`config.mk`:
```
export PLATFORM = sky130hd
export DESIGN_NAME = shc_standby_ctrl
export DESIGN_NICKNAME = d
export VERILOG_FILES = /design/src/inc/shc_pkg.sv /design/src/shc_wait_counter.sv /design/src/shc_standby_ctrl.sv
export SDC_FILE = /design/constraint.sdc
export NUM_CORES = 1
export LEC_CHECK = 0
export BUFFER_PORTS_ARGS = -buffer_cell sky130_fd_sc_hd__buf_2
export CAP_MARGIN = 0
export CORE_ASPECT_RATIO = 0.8
export CORE_MARGIN = 3
export CORE_UTILIZATION = 28
export DETAILED_ROUTE_END_ITERATION = 6
export PLACE_DENSITY = 0.44
export SLEW_MARGIN = 40
export SYNTH_ARGS = -nofsm -noshare
export SYNTH_HDL_FRONTEND = slang
export SYNTH_SLANG_ARGS = --single-unit
```
`constraint.sdc`:
```
create_clock -name clk_in -period 2.86 [get_ports clk_in]
set_input_delay 0.572 -clock clk_in [delete_from_list [all_inputs] [get_ports clk_in]]
set_output_delay 0.572 -clock clk_in [all_outputs]
set_load 0.01 [all_outputs]
```
`src/inc/shc_pkg.sv`:
```
// shc_pkg: constants, register map and state types of the standby controller
package shc_pkg;

    // ------------------------------------------------------------
    // register map
    // ------------------------------------------------------------
    localparam int          ADDR_W            = 16;
    localparam int          DATA_W            = 8;
    localparam logic [15:0] REG_SETTLE_SELECT = 16'hfff4;
    localparam logic [15:0] REG_STANDBY_STAT  = 16'hfff5;
    localparam int          SEL_LO_BIT        = 0;
    localparam int          SEL_HI_BIT        = 1;
    localparam logic [1:0]  SETTLE_SEL_RESET  = 2'h3;
    localparam int          STAT_HALT_BIT     = 0;
    localparam int          STAT_STOP_BIT     = 1;
    localparam int          STAT_SETTLE_BIT   = 2;
    localparam int          STAT_RUN_BIT      = 3;

    // ------------------------------------------------------------
    // timing
    // ------------------------------------------------------------
    localparam int CLK_MHZ         = 40;
    localparam int CNT_W           = 18;
    localparam int SETTLE_EXP0     = 10;
    localparam int SETTLE_EXP1     = 12;
    localparam int SETTLE_EXP2     = 15;
    localparam int SETTLE_EXP3     = 17;
    localparam int SETTLE_CYC0     = 1 << SETTLE_EXP0;
    localparam int SETTLE_CYC1     = 1 << SETTLE_EXP1;
    localparam int SETTLE_CYC2     = 1 << SETTLE_EXP2;
    localparam int SETTLE_CYC3     = 1 << SETTLE_EXP3;
    localparam int STOP_HOLD_US    = 34;
    localparam int STOP_HOLD_CYC   = STOP_HOLD_US * CLK_MHZ;
    localparam int OPTBYTE_US      = 544;
    localparam int OPTBYTE_CYC     = OPTBYTE_US * CLK_MHZ;
    localparam int WAKE_VEC_CLK    = 11;
    localparam int WAKE_NEXT_CLK   = 3;

    // ------------------------------------------------------------
    // state
    // ------------------------------------------------------------
    typedef enum logic [3:0] {
        MODE_BOOT_OSC,
        MODE_BOOT_OPT,
        MODE_RUN,
        MODE_HALT,
        MODE_HALT_WAKE,
        MODE_STOP,
        MODE_STOP_OSC,
        MODE_STOP_SETTLE,
        MODE_STOP_HOLD
    } shc_mode_type;

    typedef struct packed {
        shc_mode_type mode;
        logic [1:0]   settle_sel;
        logic         osc_sync1;
        logic         osc_sync2;
        logic         cpu_clk_en;
        logic         osc_stop;
        logic         port_hold;
        logic         lsosc_keep;
        logic         wake_vec;
        logic         wake_next;
        logic         take_vec;
        logic [7:0]   rdata;
    } shc_state_type;

    typedef struct packed {
        logic [CNT_W-1:0] count;
    } shc_cnt_state_type;

endpackage

```
`src/shc_wait_counter.sv`:
```
// shc_wait_counter: loadable down counter that times the option byte, settle, stop and halt wake waits
module shc_wait_counter #(
    parameter int W = 18
) (
    input  wire logic         clk_in,
    input  wire logic         rst_in,
    input  wire logic         load_in,
    input  wire logic [W-1:0] load_val_in,
    output logic              zero_out
);

    logic [W-1:0] count;
    logic [W-1:0] next_count;

    always_comb begin
        next_count = count;
        if (load_in) begin
            next_count = load_val_in;
        end else if (count != '0) begin
            next_count = count - W'(1);
        end
    end

    always_ff @(posedge clk_in or posedge rst_in) begin
        if (rst_in) begin
            count <= '0;
        end else begin
            count <= next_count;
        end
    end

    // a load of n-1 makes zero appear n-1 cycles after the load edge; registered count
    // only, since the caller may load on zero and must not see its own load here
    assign zero_out = (count == '0);

endmodule

```
`src/shc_standby_ctrl.sv`:
```
// shc_standby_ctrl: halt/stop standby sequencer with oscillator settle timing
//
// Chosen here: the plain strobed port.
module shc_standby_ctrl #(
    parameter int SETTLE_CYC0 = shc_pkg::SETTLE_CYC0,
    parameter int SETTLE_CYC1 = shc_pkg::SETTLE_CYC1,
    parameter int SETTLE_CYC2 = shc_pkg::SETTLE_CYC2,
    parameter int SETTLE_CYC3 = shc_pkg::SETTLE_CYC3,
    parameter int OPTBYTE_CYC = shc_pkg::OPTBYTE_CYC
) (
    input  wire logic                        clk_in,
    input  wire logic                        rst_in,
    input  wire logic [shc_pkg::ADDR_W-1:0]  addr_in,
    input  wire logic [shc_pkg::DATA_W-1:0]  wdata_in,
    input  wire logic                        wr_in,
    input  wire logic                        rd_in,
    input  wire logic                        halt_cmd_in,
    input  wire logic                        stop_cmd_in,
    input  wire logic                        int_pending_in,
    input  wire logic                        int_accept_enable_in,
    input  wire logic                        clk_src_xtal_in,
    input  wire logic                        lsosc_on_in,
    input  wire logic                        osc_started_in,
    output logic [shc_pkg::DATA_W-1:0]       rdata_out,
    output logic                             cpu_clk_en_out,
    output logic                             osc_stop_out,
    output logic                             port_hold_out,
    output logic                             lsosc_keep_out,
    output logic                             wake_vec_out,
    output logic                             wake_next_out
);

    // ------------------------------------------------------------
    // state and wait counter
    // ------------------------------------------------------------
    shc_pkg::shc_state_type          st;
    shc_pkg::shc_state_type          next_st;
    logic                            cnt_load;
    logic [shc_pkg::CNT_W-1:0]       cnt_val;
    logic                            cnt_zero;
    logic                            osc_ok;

    shc_wait_counter #(
        .W (shc_pkg::CNT_W)
    ) u_wait (
        .clk_in      (clk_in),
        .rst_in      (rst_in),
        .load_in     (cnt_load),
        .load_val_in (cnt_val),
        .zero_out    (cnt_zero)
    );

    assign osc_ok = st.osc_sync2;

    // selected settle wait minus one, as loaded into the counter
    function automatic logic [shc_pkg::CNT_W-1:0] settle_load(input logic [1:0] sel);
        logic [shc_pkg::CNT_W-1:0] v;
        case (sel)
            2'h0: v = shc_pkg::CNT_W'(SETTLE_CYC0 - 1);
            2'h1: v = shc_pkg::CNT_W'(SETTLE_CYC1 - 1);
            2'h2: v = shc_pkg::CNT_W'(SETTLE_CYC2 - 1);
            default: v = shc_pkg::CNT_W'(SETTLE_CYC3 - 1);
        endcase
        return v;
    endfunction

    // ------------------------------------------------------------
    // next state
    // ------------------------------------------------------------
    always_comb begin
        next_st           = st;
        cnt_load          = 1'b0;
        cnt_val           = '0;
        next_st.osc_sync1 = osc_started_in;
        next_st.osc_sync2 = st.osc_sync1;
        next_st.wake_vec  = 1'b0;
        next_st.wake_next = 1'b0;
        next_st.rdata     = 8'h00;

        if (wr_in && addr_in == shc_pkg::REG_SETTLE_SELECT) begin
            next_st.settle_sel = {wdata_in[shc_pkg::SEL_HI_BIT], wdata_in[shc_pkg::SEL_LO_BIT]};
        end
        if (rd_in) begin
            case (addr_in)
                shc_pkg::REG_SETTLE_SELECT: begin
                    next_st.rdata = {6'h00, st.settle_sel};
                end
                shc_pkg::REG_STANDBY_STAT: begin
                    next_st.rdata[shc_pkg::STAT_HALT_BIT]   = (st.mode == shc_pkg::MODE_HALT);
                    next_st.rdata[shc_pkg::STAT_STOP_BIT]   = st.osc_stop;
                    next_st.rdata[shc_pkg::STAT_SETTLE_BIT] = (st.mode == shc_pkg::MODE_STOP_SETTLE);
                    next_st.rdata[shc_pkg::STAT_RUN_BIT]    = st.cpu_clk_en;
                end
                default: begin
                    next_st.rdata = 8'h00;
                end
            endcase
        end

        case (st.mode)
            shc_pkg::MODE_BOOT_OSC: begin
                // reset out of stop: nothing starts before the oscillator runs
                if (osc_ok) begin
                    next_st.mode = shc_pkg::MODE_BOOT_OPT;
                    cnt_load     = 1'b1;
                    cnt_val      = shc_pkg::CNT_W'(OPTBYTE_CYC - 1);
                end
            end
            shc_pkg::MODE_BOOT_OPT: begin
                if (cnt_zero) begin
                    next_st.mode       = shc_pkg::MODE_RUN;
                    next_st.cpu_clk_en = 1'b1;
                end
            end
            shc_pkg::MODE_RUN: begin
                if (stop_cmd_in || halt_cmd_in) begin
                    next_st.port_hold  = 1'b1;
                    next_st.cpu_clk_en = 1'b0;
                    next_st.take_vec   = int_accept_enable_in;
                    if (int_pending_in && halt_cmd_in) begin
                        next_st.mode = shc_pkg::MODE_HALT_WAKE;
                        cnt_load     = 1'b1;
                        cnt_val      = int_accept_enable_in ? shc_pkg::CNT_W'(shc_pkg::WAKE_VEC_CLK - 1)
                                                            : shc_pkg::CNT_W'(shc_pkg::WAKE_NEXT_CLK - 1);
                    end else if (int_pending_in) begin
                        // oscillator never stopped, so only the stop time remains
                        next_st.mode = shc_pkg::MODE_STOP_HOLD;
                        cnt_load     = 1'b1;
                        cnt_val      = shc_pkg::CNT_W'(shc_pkg::STOP_HOLD_CYC - 1);
                    end else if (stop_cmd_in) begin
                        next_st.mode       = shc_pkg::MODE_STOP;
                        next_st.osc_stop   = 1'b1;
                        next_st.lsosc_keep = lsosc_on_in;
                    end else begin
                        next_st.mode = shc_pkg::MODE_HALT;
                    end
                end
            end
            shc_pkg::MODE_HALT: begin
                // masked requests never reach int_pending_in, so halt is held
                if (int_pending_in) begin
                    next_st.mode     = shc_pkg::MODE_HALT_WAKE;
                    next_st.take_vec = int_accept_enable_in;
                    cnt_load         = 1'b1;
                    cnt_val          = int_accept_enable_in ? shc_pkg::CNT_W'(shc_pkg::WAKE_VEC_CLK - 1)
                                                            : shc_pkg::CNT_W'(shc_pkg::WAKE_NEXT_CLK - 1);
                end
            end
            shc_pkg::MODE_HALT_WAKE, shc_pkg::MODE_STOP_HOLD: begin
                if (cnt_zero) begin
                    next_st.mode       = shc_pkg::MODE_RUN;
                    next_st.cpu_clk_en = 1'b1;
                    next_st.port_hold  = 1'b0;
                    next_st.wake_vec   = st.take_vec;
                    next_st.wake_next  = !st.take_vec;
                end
            end
            shc_pkg::MODE_STOP: begin
                if (int_pending_in) begin
                    next_st.mode       = shc_pkg::MODE_STOP_OSC;
                    next_st.osc_stop   = 1'b0;
                    next_st.lsosc_keep = 1'b0;
                    next_st.take_vec   = int_accept_enable_in;
                end
            end
            shc_pkg::MODE_STOP_OSC: begin
                // start-up time before the first oscillation is not counted
                if (osc_ok) begin
                    cnt_load = 1'b1;
                    if (clk_src_xtal_in) begin
                        next_st.mode = shc_pkg::MODE_STOP_SETTLE;
                        cnt_val      = settle_load(st.settle_sel);
                    end else begin
                        next_st.mode = shc_pkg::MODE_STOP_HOLD;
                        cnt_val      = shc_pkg::CNT_W'(shc_pkg::STOP_HOLD_CYC - 1);
                    end
                end
            end
            shc_pkg::MODE_STOP_SETTLE: begin
                if (cnt_zero) begin
                    next_st.mode = shc_pkg::MODE_STOP_HOLD;
                    cnt_load     = 1'b1;
                    cnt_val      = shc_pkg::CNT_W'(shc_pkg::STOP_HOLD_CYC - 1);
                end
            end
            default: begin
                next_st.mode = shc_pkg::MODE_BOOT_OSC;
            end
        endcase
    end

    // ------------------------------------------------------------
    // registers
    // ------------------------------------------------------------
    always_ff @(posedge clk_in or posedge rst_in) begin
        if (rst_in) begin
            st            <= '0;
            st.mode       <= shc_pkg::MODE_BOOT_OSC;
            st.settle_sel <= shc_pkg::SETTLE_SEL_RESET;
        end else begin
            st <= next_st;
        end
    end

    assign rdata_out      = st.rdata;
    assign cpu_clk_en_out = st.cpu_clk_en;
    assign osc_stop_out   = st.osc_stop;
    assign port_hold_out  = st.port_hold;
    assign lsosc_keep_out = st.lsosc_keep;
    assign wake_vec_out   = st.wake_vec;
    assign wake_next_out  = st.wake_next;

    logic is_run;
    assign is_run = (st.mode == shc_pkg::MODE_RUN);
endmodule

```
# Yosys cells after proc, flatten, opt, wreduce, memory -nomap -nowiden
# Cells that the tools add are included.
# word_totals
regBits	41
input_bits	35
out_inout_bits	14
# op_classes
n_reduce_logical	22
n_eq_ne	24
n_addsub	1
muxes	52
# op_table
operator	count
$pmux W18 S5	1
$mux W18	4
$mux W4	14
$pmux W17 S3	1
$mux W11	4
$eq A16 B16 Y1 const B	2
$pmux W4 S7	1
$logic_not A18 Y1	1
$ne A2 B2 Y1 const B	9
$reduce_bool A18 Y1	1
$sub A18 B1 Y18 const B	1
$eq A4 B3 Y1 const B	4
$mux W1	16
$mux W15	1
$pmux W1 S2	5
$reduce_bool A2 Y1	5
$reduce_and A3 Y1	3
$eq A4 B2 Y1 const B	2
$pmux W4 S2	1
$reduce_and A7 Y1	1
$ne A2 B1 Y1 const B	3
$reduce_and A6 Y1	1
$reduce_or A2 Y1	3
$eq A4 B1 Y1 const B	1
other kinds (12)	14

# Depth between registers and ports, before layout
# depth
ltp_word	6
depth_mapped	9

# Cells and area by module
# A second synthesis with hierarchy kept.
# hier_totals
hier_cells	272
area_unflattened_um2	2422.3
# by_module_without_submodules
module	cells_each	area_each_um2	n_inst
shc_standby_ctrl	158	1285.0	1
shc_wait_counter	114	1137.3	1

# Worst setup path before layout
# OpenSTA, ideal clock, no wires.
# synth_timing
path_type	reg2reg
start	register u_wait.count[0]
end	register u_wait.count[1]
path_buffers	2
path_stages_with_launch	9
arrival_ps	2291
setup_time_ps	147
required_ps	2713
setup_slack_ps	422
period_less_slack_ps	2438
cell_sequence	dfrtp_1 > inv_1 > ha_1 > or3b_2 > buf_2 > or3_1 > buf_6 > nor4_4 > a22oi_1
# synth_via
elab_chain_len	4
# synth_lines
element	line	source
start, declared	shc_wait_counter.sv:12	logic [W-1:0] count;
start signal, assigned	shc_wait_counter.sv:28	count <= next_count;
parallel branches: the longest is 4 deep, another holds $sub A18 B1 Y18	-	
# Several ways; the timed one is not identified. The select of a mux whose other input is x is not followed.
# A chain may end at the register's enable or synchronous reset.

# Worst setup path after layout
# layout_timing
start	register u_wait.count[0]
end	register st[19] (netlist bit)
# layout_via
elab_chain_len	3
# layout_lines
element	line	source
$logic_not A18 Y1 *	shc_wait_counter.sv:34	assign zero_out = (count == '0);
$ne A2 B2 Y1 (no line) / $ne A2 B1 Y1 (equally long branches)	-	
$reduce_and A7 Y1 (no line) *	-	
end signal, assigned	shc_standby_ctrl.sv:201	st <= next_st;
end, declared	shc_standby_ctrl.sv:36	shc_pkg::shc_state_type st;
# Mark *: on every way between the ends. The rest lies on a longest branch, timed or not.

==> run_results.csv <==
group,metric,value,unit
finish,fin_nets,329,
placed_design,pre_cts_ws,267,ps
pwr,comb_power_share,0.043,
grt,grt_usage,0.135,
synth,synth_top_family_by_area,"simple AND/OR/NAND/NOR gates",
floorplan,die_area,9290,µm²
grt,grt_start_max_net_pins,25,
synth,syn_area,2280,µm²
finish,utilization,0.350,
synth,avgSynthCellArea,8.86,µm²
setup_path,arrival,2840,ps
floorplan,top_level_ports,49,
setup_path,path_max_fanout,8,
sta,fmax,381,MHz
synth,synth_mux_area_frac,0.0279,
grt,antenna_found_initial,0,
synth,synth-adder-area-share,0.00548,
clocking,numCtsBuffers,5,
sta,slew_headroom,0.618,
clocking,ctsHoldBuffers,0,
routing,initialDrtViolationCount,66,
clocking,cts.path.max_buffers,2,
sta,finalSetupTns,0,ps
finish,mostFrequentLayoutCells,"38 x buf_2, 35 x dfrtp_1, 23 x nor2_1",
clocking,cts_root_buf,"clkbuf_8",
finish,antennaDiodeCount,0,
sta,period_share,0.918,
pwr,peakVddDrop,0.195,mV
finish,area_growth,17.4,%
placed_design,hpwl,4.48,mm
routing,vias,1999,
sta,timing.final.max_slew_violations,0,
floorplan,dieWidth,107,µm
run,drv_cap,0,
routing,wl_per_cell,14.7,µm
synth,synth_xor_area_frac,0.0460,
routing,vias_per_cell,5.01,
setup_path,cp-start-kind,"flip-flop",
clocking,clock_latency,290,ps
synth,synthArstFlopShare,1.00,
sta,hold_violations,0,
clocking,clock_sinks,37,
finish,layout_commonest_cell,"buf_2",
finish,drive_gt1_frac,0.228,
grt,grt_overflow,0,
clocking,cts_tree,"done",
pwr,power_frac_clock,0.455,
grt,grt_pass1_vias,1939,
synth,synth-simple-area-share,0.244,
sta,period_needed,2620,ps
sta,holdWs,308,ps
routing,drc,0,
routing,drt_pass1_iterations,6,
synth,synth_flop_cell,"dfrtp_1",
synth,synth-compound-area-share,0.197,
sta,rsz0062_at_grt,"false",
setup_path,worstSetupPathType,"reg -> reg",
pwr,switching_share,0.210,
setup_path,end_kind,"flip-flop",
sta,tightest_slew,568,ps
floorplan,coreArea,7670,µm²
placed_design,io_buffers,38,
sta,finalSetupViolCount,0,
pwr,p_seq_frac,0.502,
routing,wirelength,5.86,mm
status,status,"finished clean",
pwr,p_per_area,390,nW/µm²
sta,finalWorstSetupSlack,236,ps
grt,grt_pass1_wl,9.94,mm
pwr,p_int,827,µW
sta,finalClockSkew,9.58,ps
setup_path,cp_data_required_time,3080,ps
pwr,net-switching-power,220,µW
placed_design,gp_congestion,0.769,
pwr,p_leak,1.17,nW
synth,ys_ff_latch,37,
synth,netlist_instances,258,
synth,synth.distinct_cells,50,
clocking,postCtsSetupBuffers,0,
synth,seq_area_frac_synth,0.406,
synth,synth_edf_count,0,
routing,antenna_left,0,
hold_path,worst_hold_path_type,"in -> async",
floorplan,start_util,0.298,
clocking,h-tree-depth,2,
floorplan,die_h,86.8,µm
clocking,cts_resized,0,
synth,yosysWarningCount,0,
floorplan,rows,28,
clocking,path_clk_slew,80,ps
cell usage after synthesis (all sizes together) (2+ instances only):
cell | number | area (µm²)
a21o | 2 | 15.0
a32oi | 2 | 17.5
o211ai | 2 | 15.0
nor4 | 10 | 92.6
and3 | 4 | 25.0
nor2b | 2 | 12.5
o31a | 2 | 17.5
xor2 | 6 | 52.6
o22ai | 3 | 18.8
clkbuf | 12 | 45.0
mux2 | 3 | 33.8
a31oi | 4 | 25.0
nand2b | 7 | 43.8
a21boi | 6 | 45.0
nand4 | 2 | 12.5
nor3 | 7 | 40.0
nor2 | 23 | 86.3
dfrtp | 35 | 876
a21oi | 18 | 90.1
a22oi | 2 | 15.0
and2 | 3 | 18.8
nand2 | 14 | 55.1
a211oi | 6 | 45.0
or4 | 5 | 37.5
buf | 11 | 81.3
or3 | 3 | 18.8
inv | 10 | 37.5
xnor2 | 6 | 52.6
nor3b | 2 | 15.0
o21ai | 16 | 80.1
nand3 | 6 | 30.0
or2 | 2 | 12.5
o31ai | 4 | 30.0
nand3b | 4 | 30.0
dfstp | 2 | 52.6
mux2i | 3 | 30.0
sequential cells by signal, summed over array words and instances (netlist names):
name            count
u_wait.count       18
st                  7
rdata_out           4
cpu_clk_en_out      1
lsosc_keep_out      1
next_st             1
osc_ok              1
osc_stop_out        1
port_hold_out       1
wake_next_out       1
wake_vec_out        1
power by group through the flow:
| stage | clock network (mW) | registers, mW | logic [mW] |
|---|---|---|---|
| finish | 0.477 | 0.525 | 0.0445 |
| detailed placement | 0 | 0.536 | 0.0461 |
| floorplan | 0 | 0.535 | 0.0209 |
| global placement | 0 | 0.536 | 0.0461 |
| global route | 0.512 | 0.525 | 0.0513 |
| CTS | 0.497 | 0.525 | 0.0460 |
layout make-up:
class,count,area (µm²)
multi-input combinational,191,1200
fill,812,4990
clock inverter,1,30.0
tap,105,131
timing repair buffer,48,265
clock buffer,7,86.3
sequential,37,928
inverter,10,37.5
cell families (layout without fill, tap and decap cells):
kind of cell | after synthesis | in the layout
xor gates and xnor gates | 12 | 12
adders and majority gates | 1 | 1
other | 1 | 4
muxes | 6 | 6
DFF | 37 | 37
and+or+nand+nor | 97 | 97
AOI/OAI and AO/OA | 71 | 71
buffers and inverters | 33 | 66
critical path, stage by stage, from the launching register on:
cell and delay (ps):
dfrtp_1 430, inv_1 70, ha_1 180, or3b_2 560
or3_1 570, o22ai_1 290, and2_1 240, mux2i_1 200
stage by stage:
| stage | instance area [µm²] | power [mW] | cells |
|---|---|---|---|
| after floorplan | 2300 | 0.556 | 261 |
| after global placement | 2570 | 0.582 | 391 |
| after detailed placement | 2570 | 0.582 | 391 |
| after CTS | 2680 | 1.07 | 399 |
| after global routing | 2680 | 1.09 | 399 |
| final | 2680 | 1.05 | 399 |
path summary, 6_finish.rpt:
path	from	to	slack, ps	depth (start not counted)
hold reg to reg	next_st[15]	osc_ok	360	0
setup reg to reg	u_wait.count[0]	st[19]	240	7
hold / removal	rst_in	st[21]	310	2
max in group asynchronous	rst_in	st[18]	1760	3
setup / recovery	u_wait.count[0]	st[19]	240	7
min in group clk_in	next_st[15]	osc_ok	360	0
routing by layer:
layer / global-route usage / vias to the layer above / part of all wire
met1: 0.211 / 937 / 0.54
met2: 0.191 / 58 / 0.40
met4: 0.0290 / 0 / 0.0068
met5: 0 / - / 0
met3: 0.0276 / 4 / 0.053
li1: - / 1000 / -
Note: power is estimated with default switching activity, not from simulation.
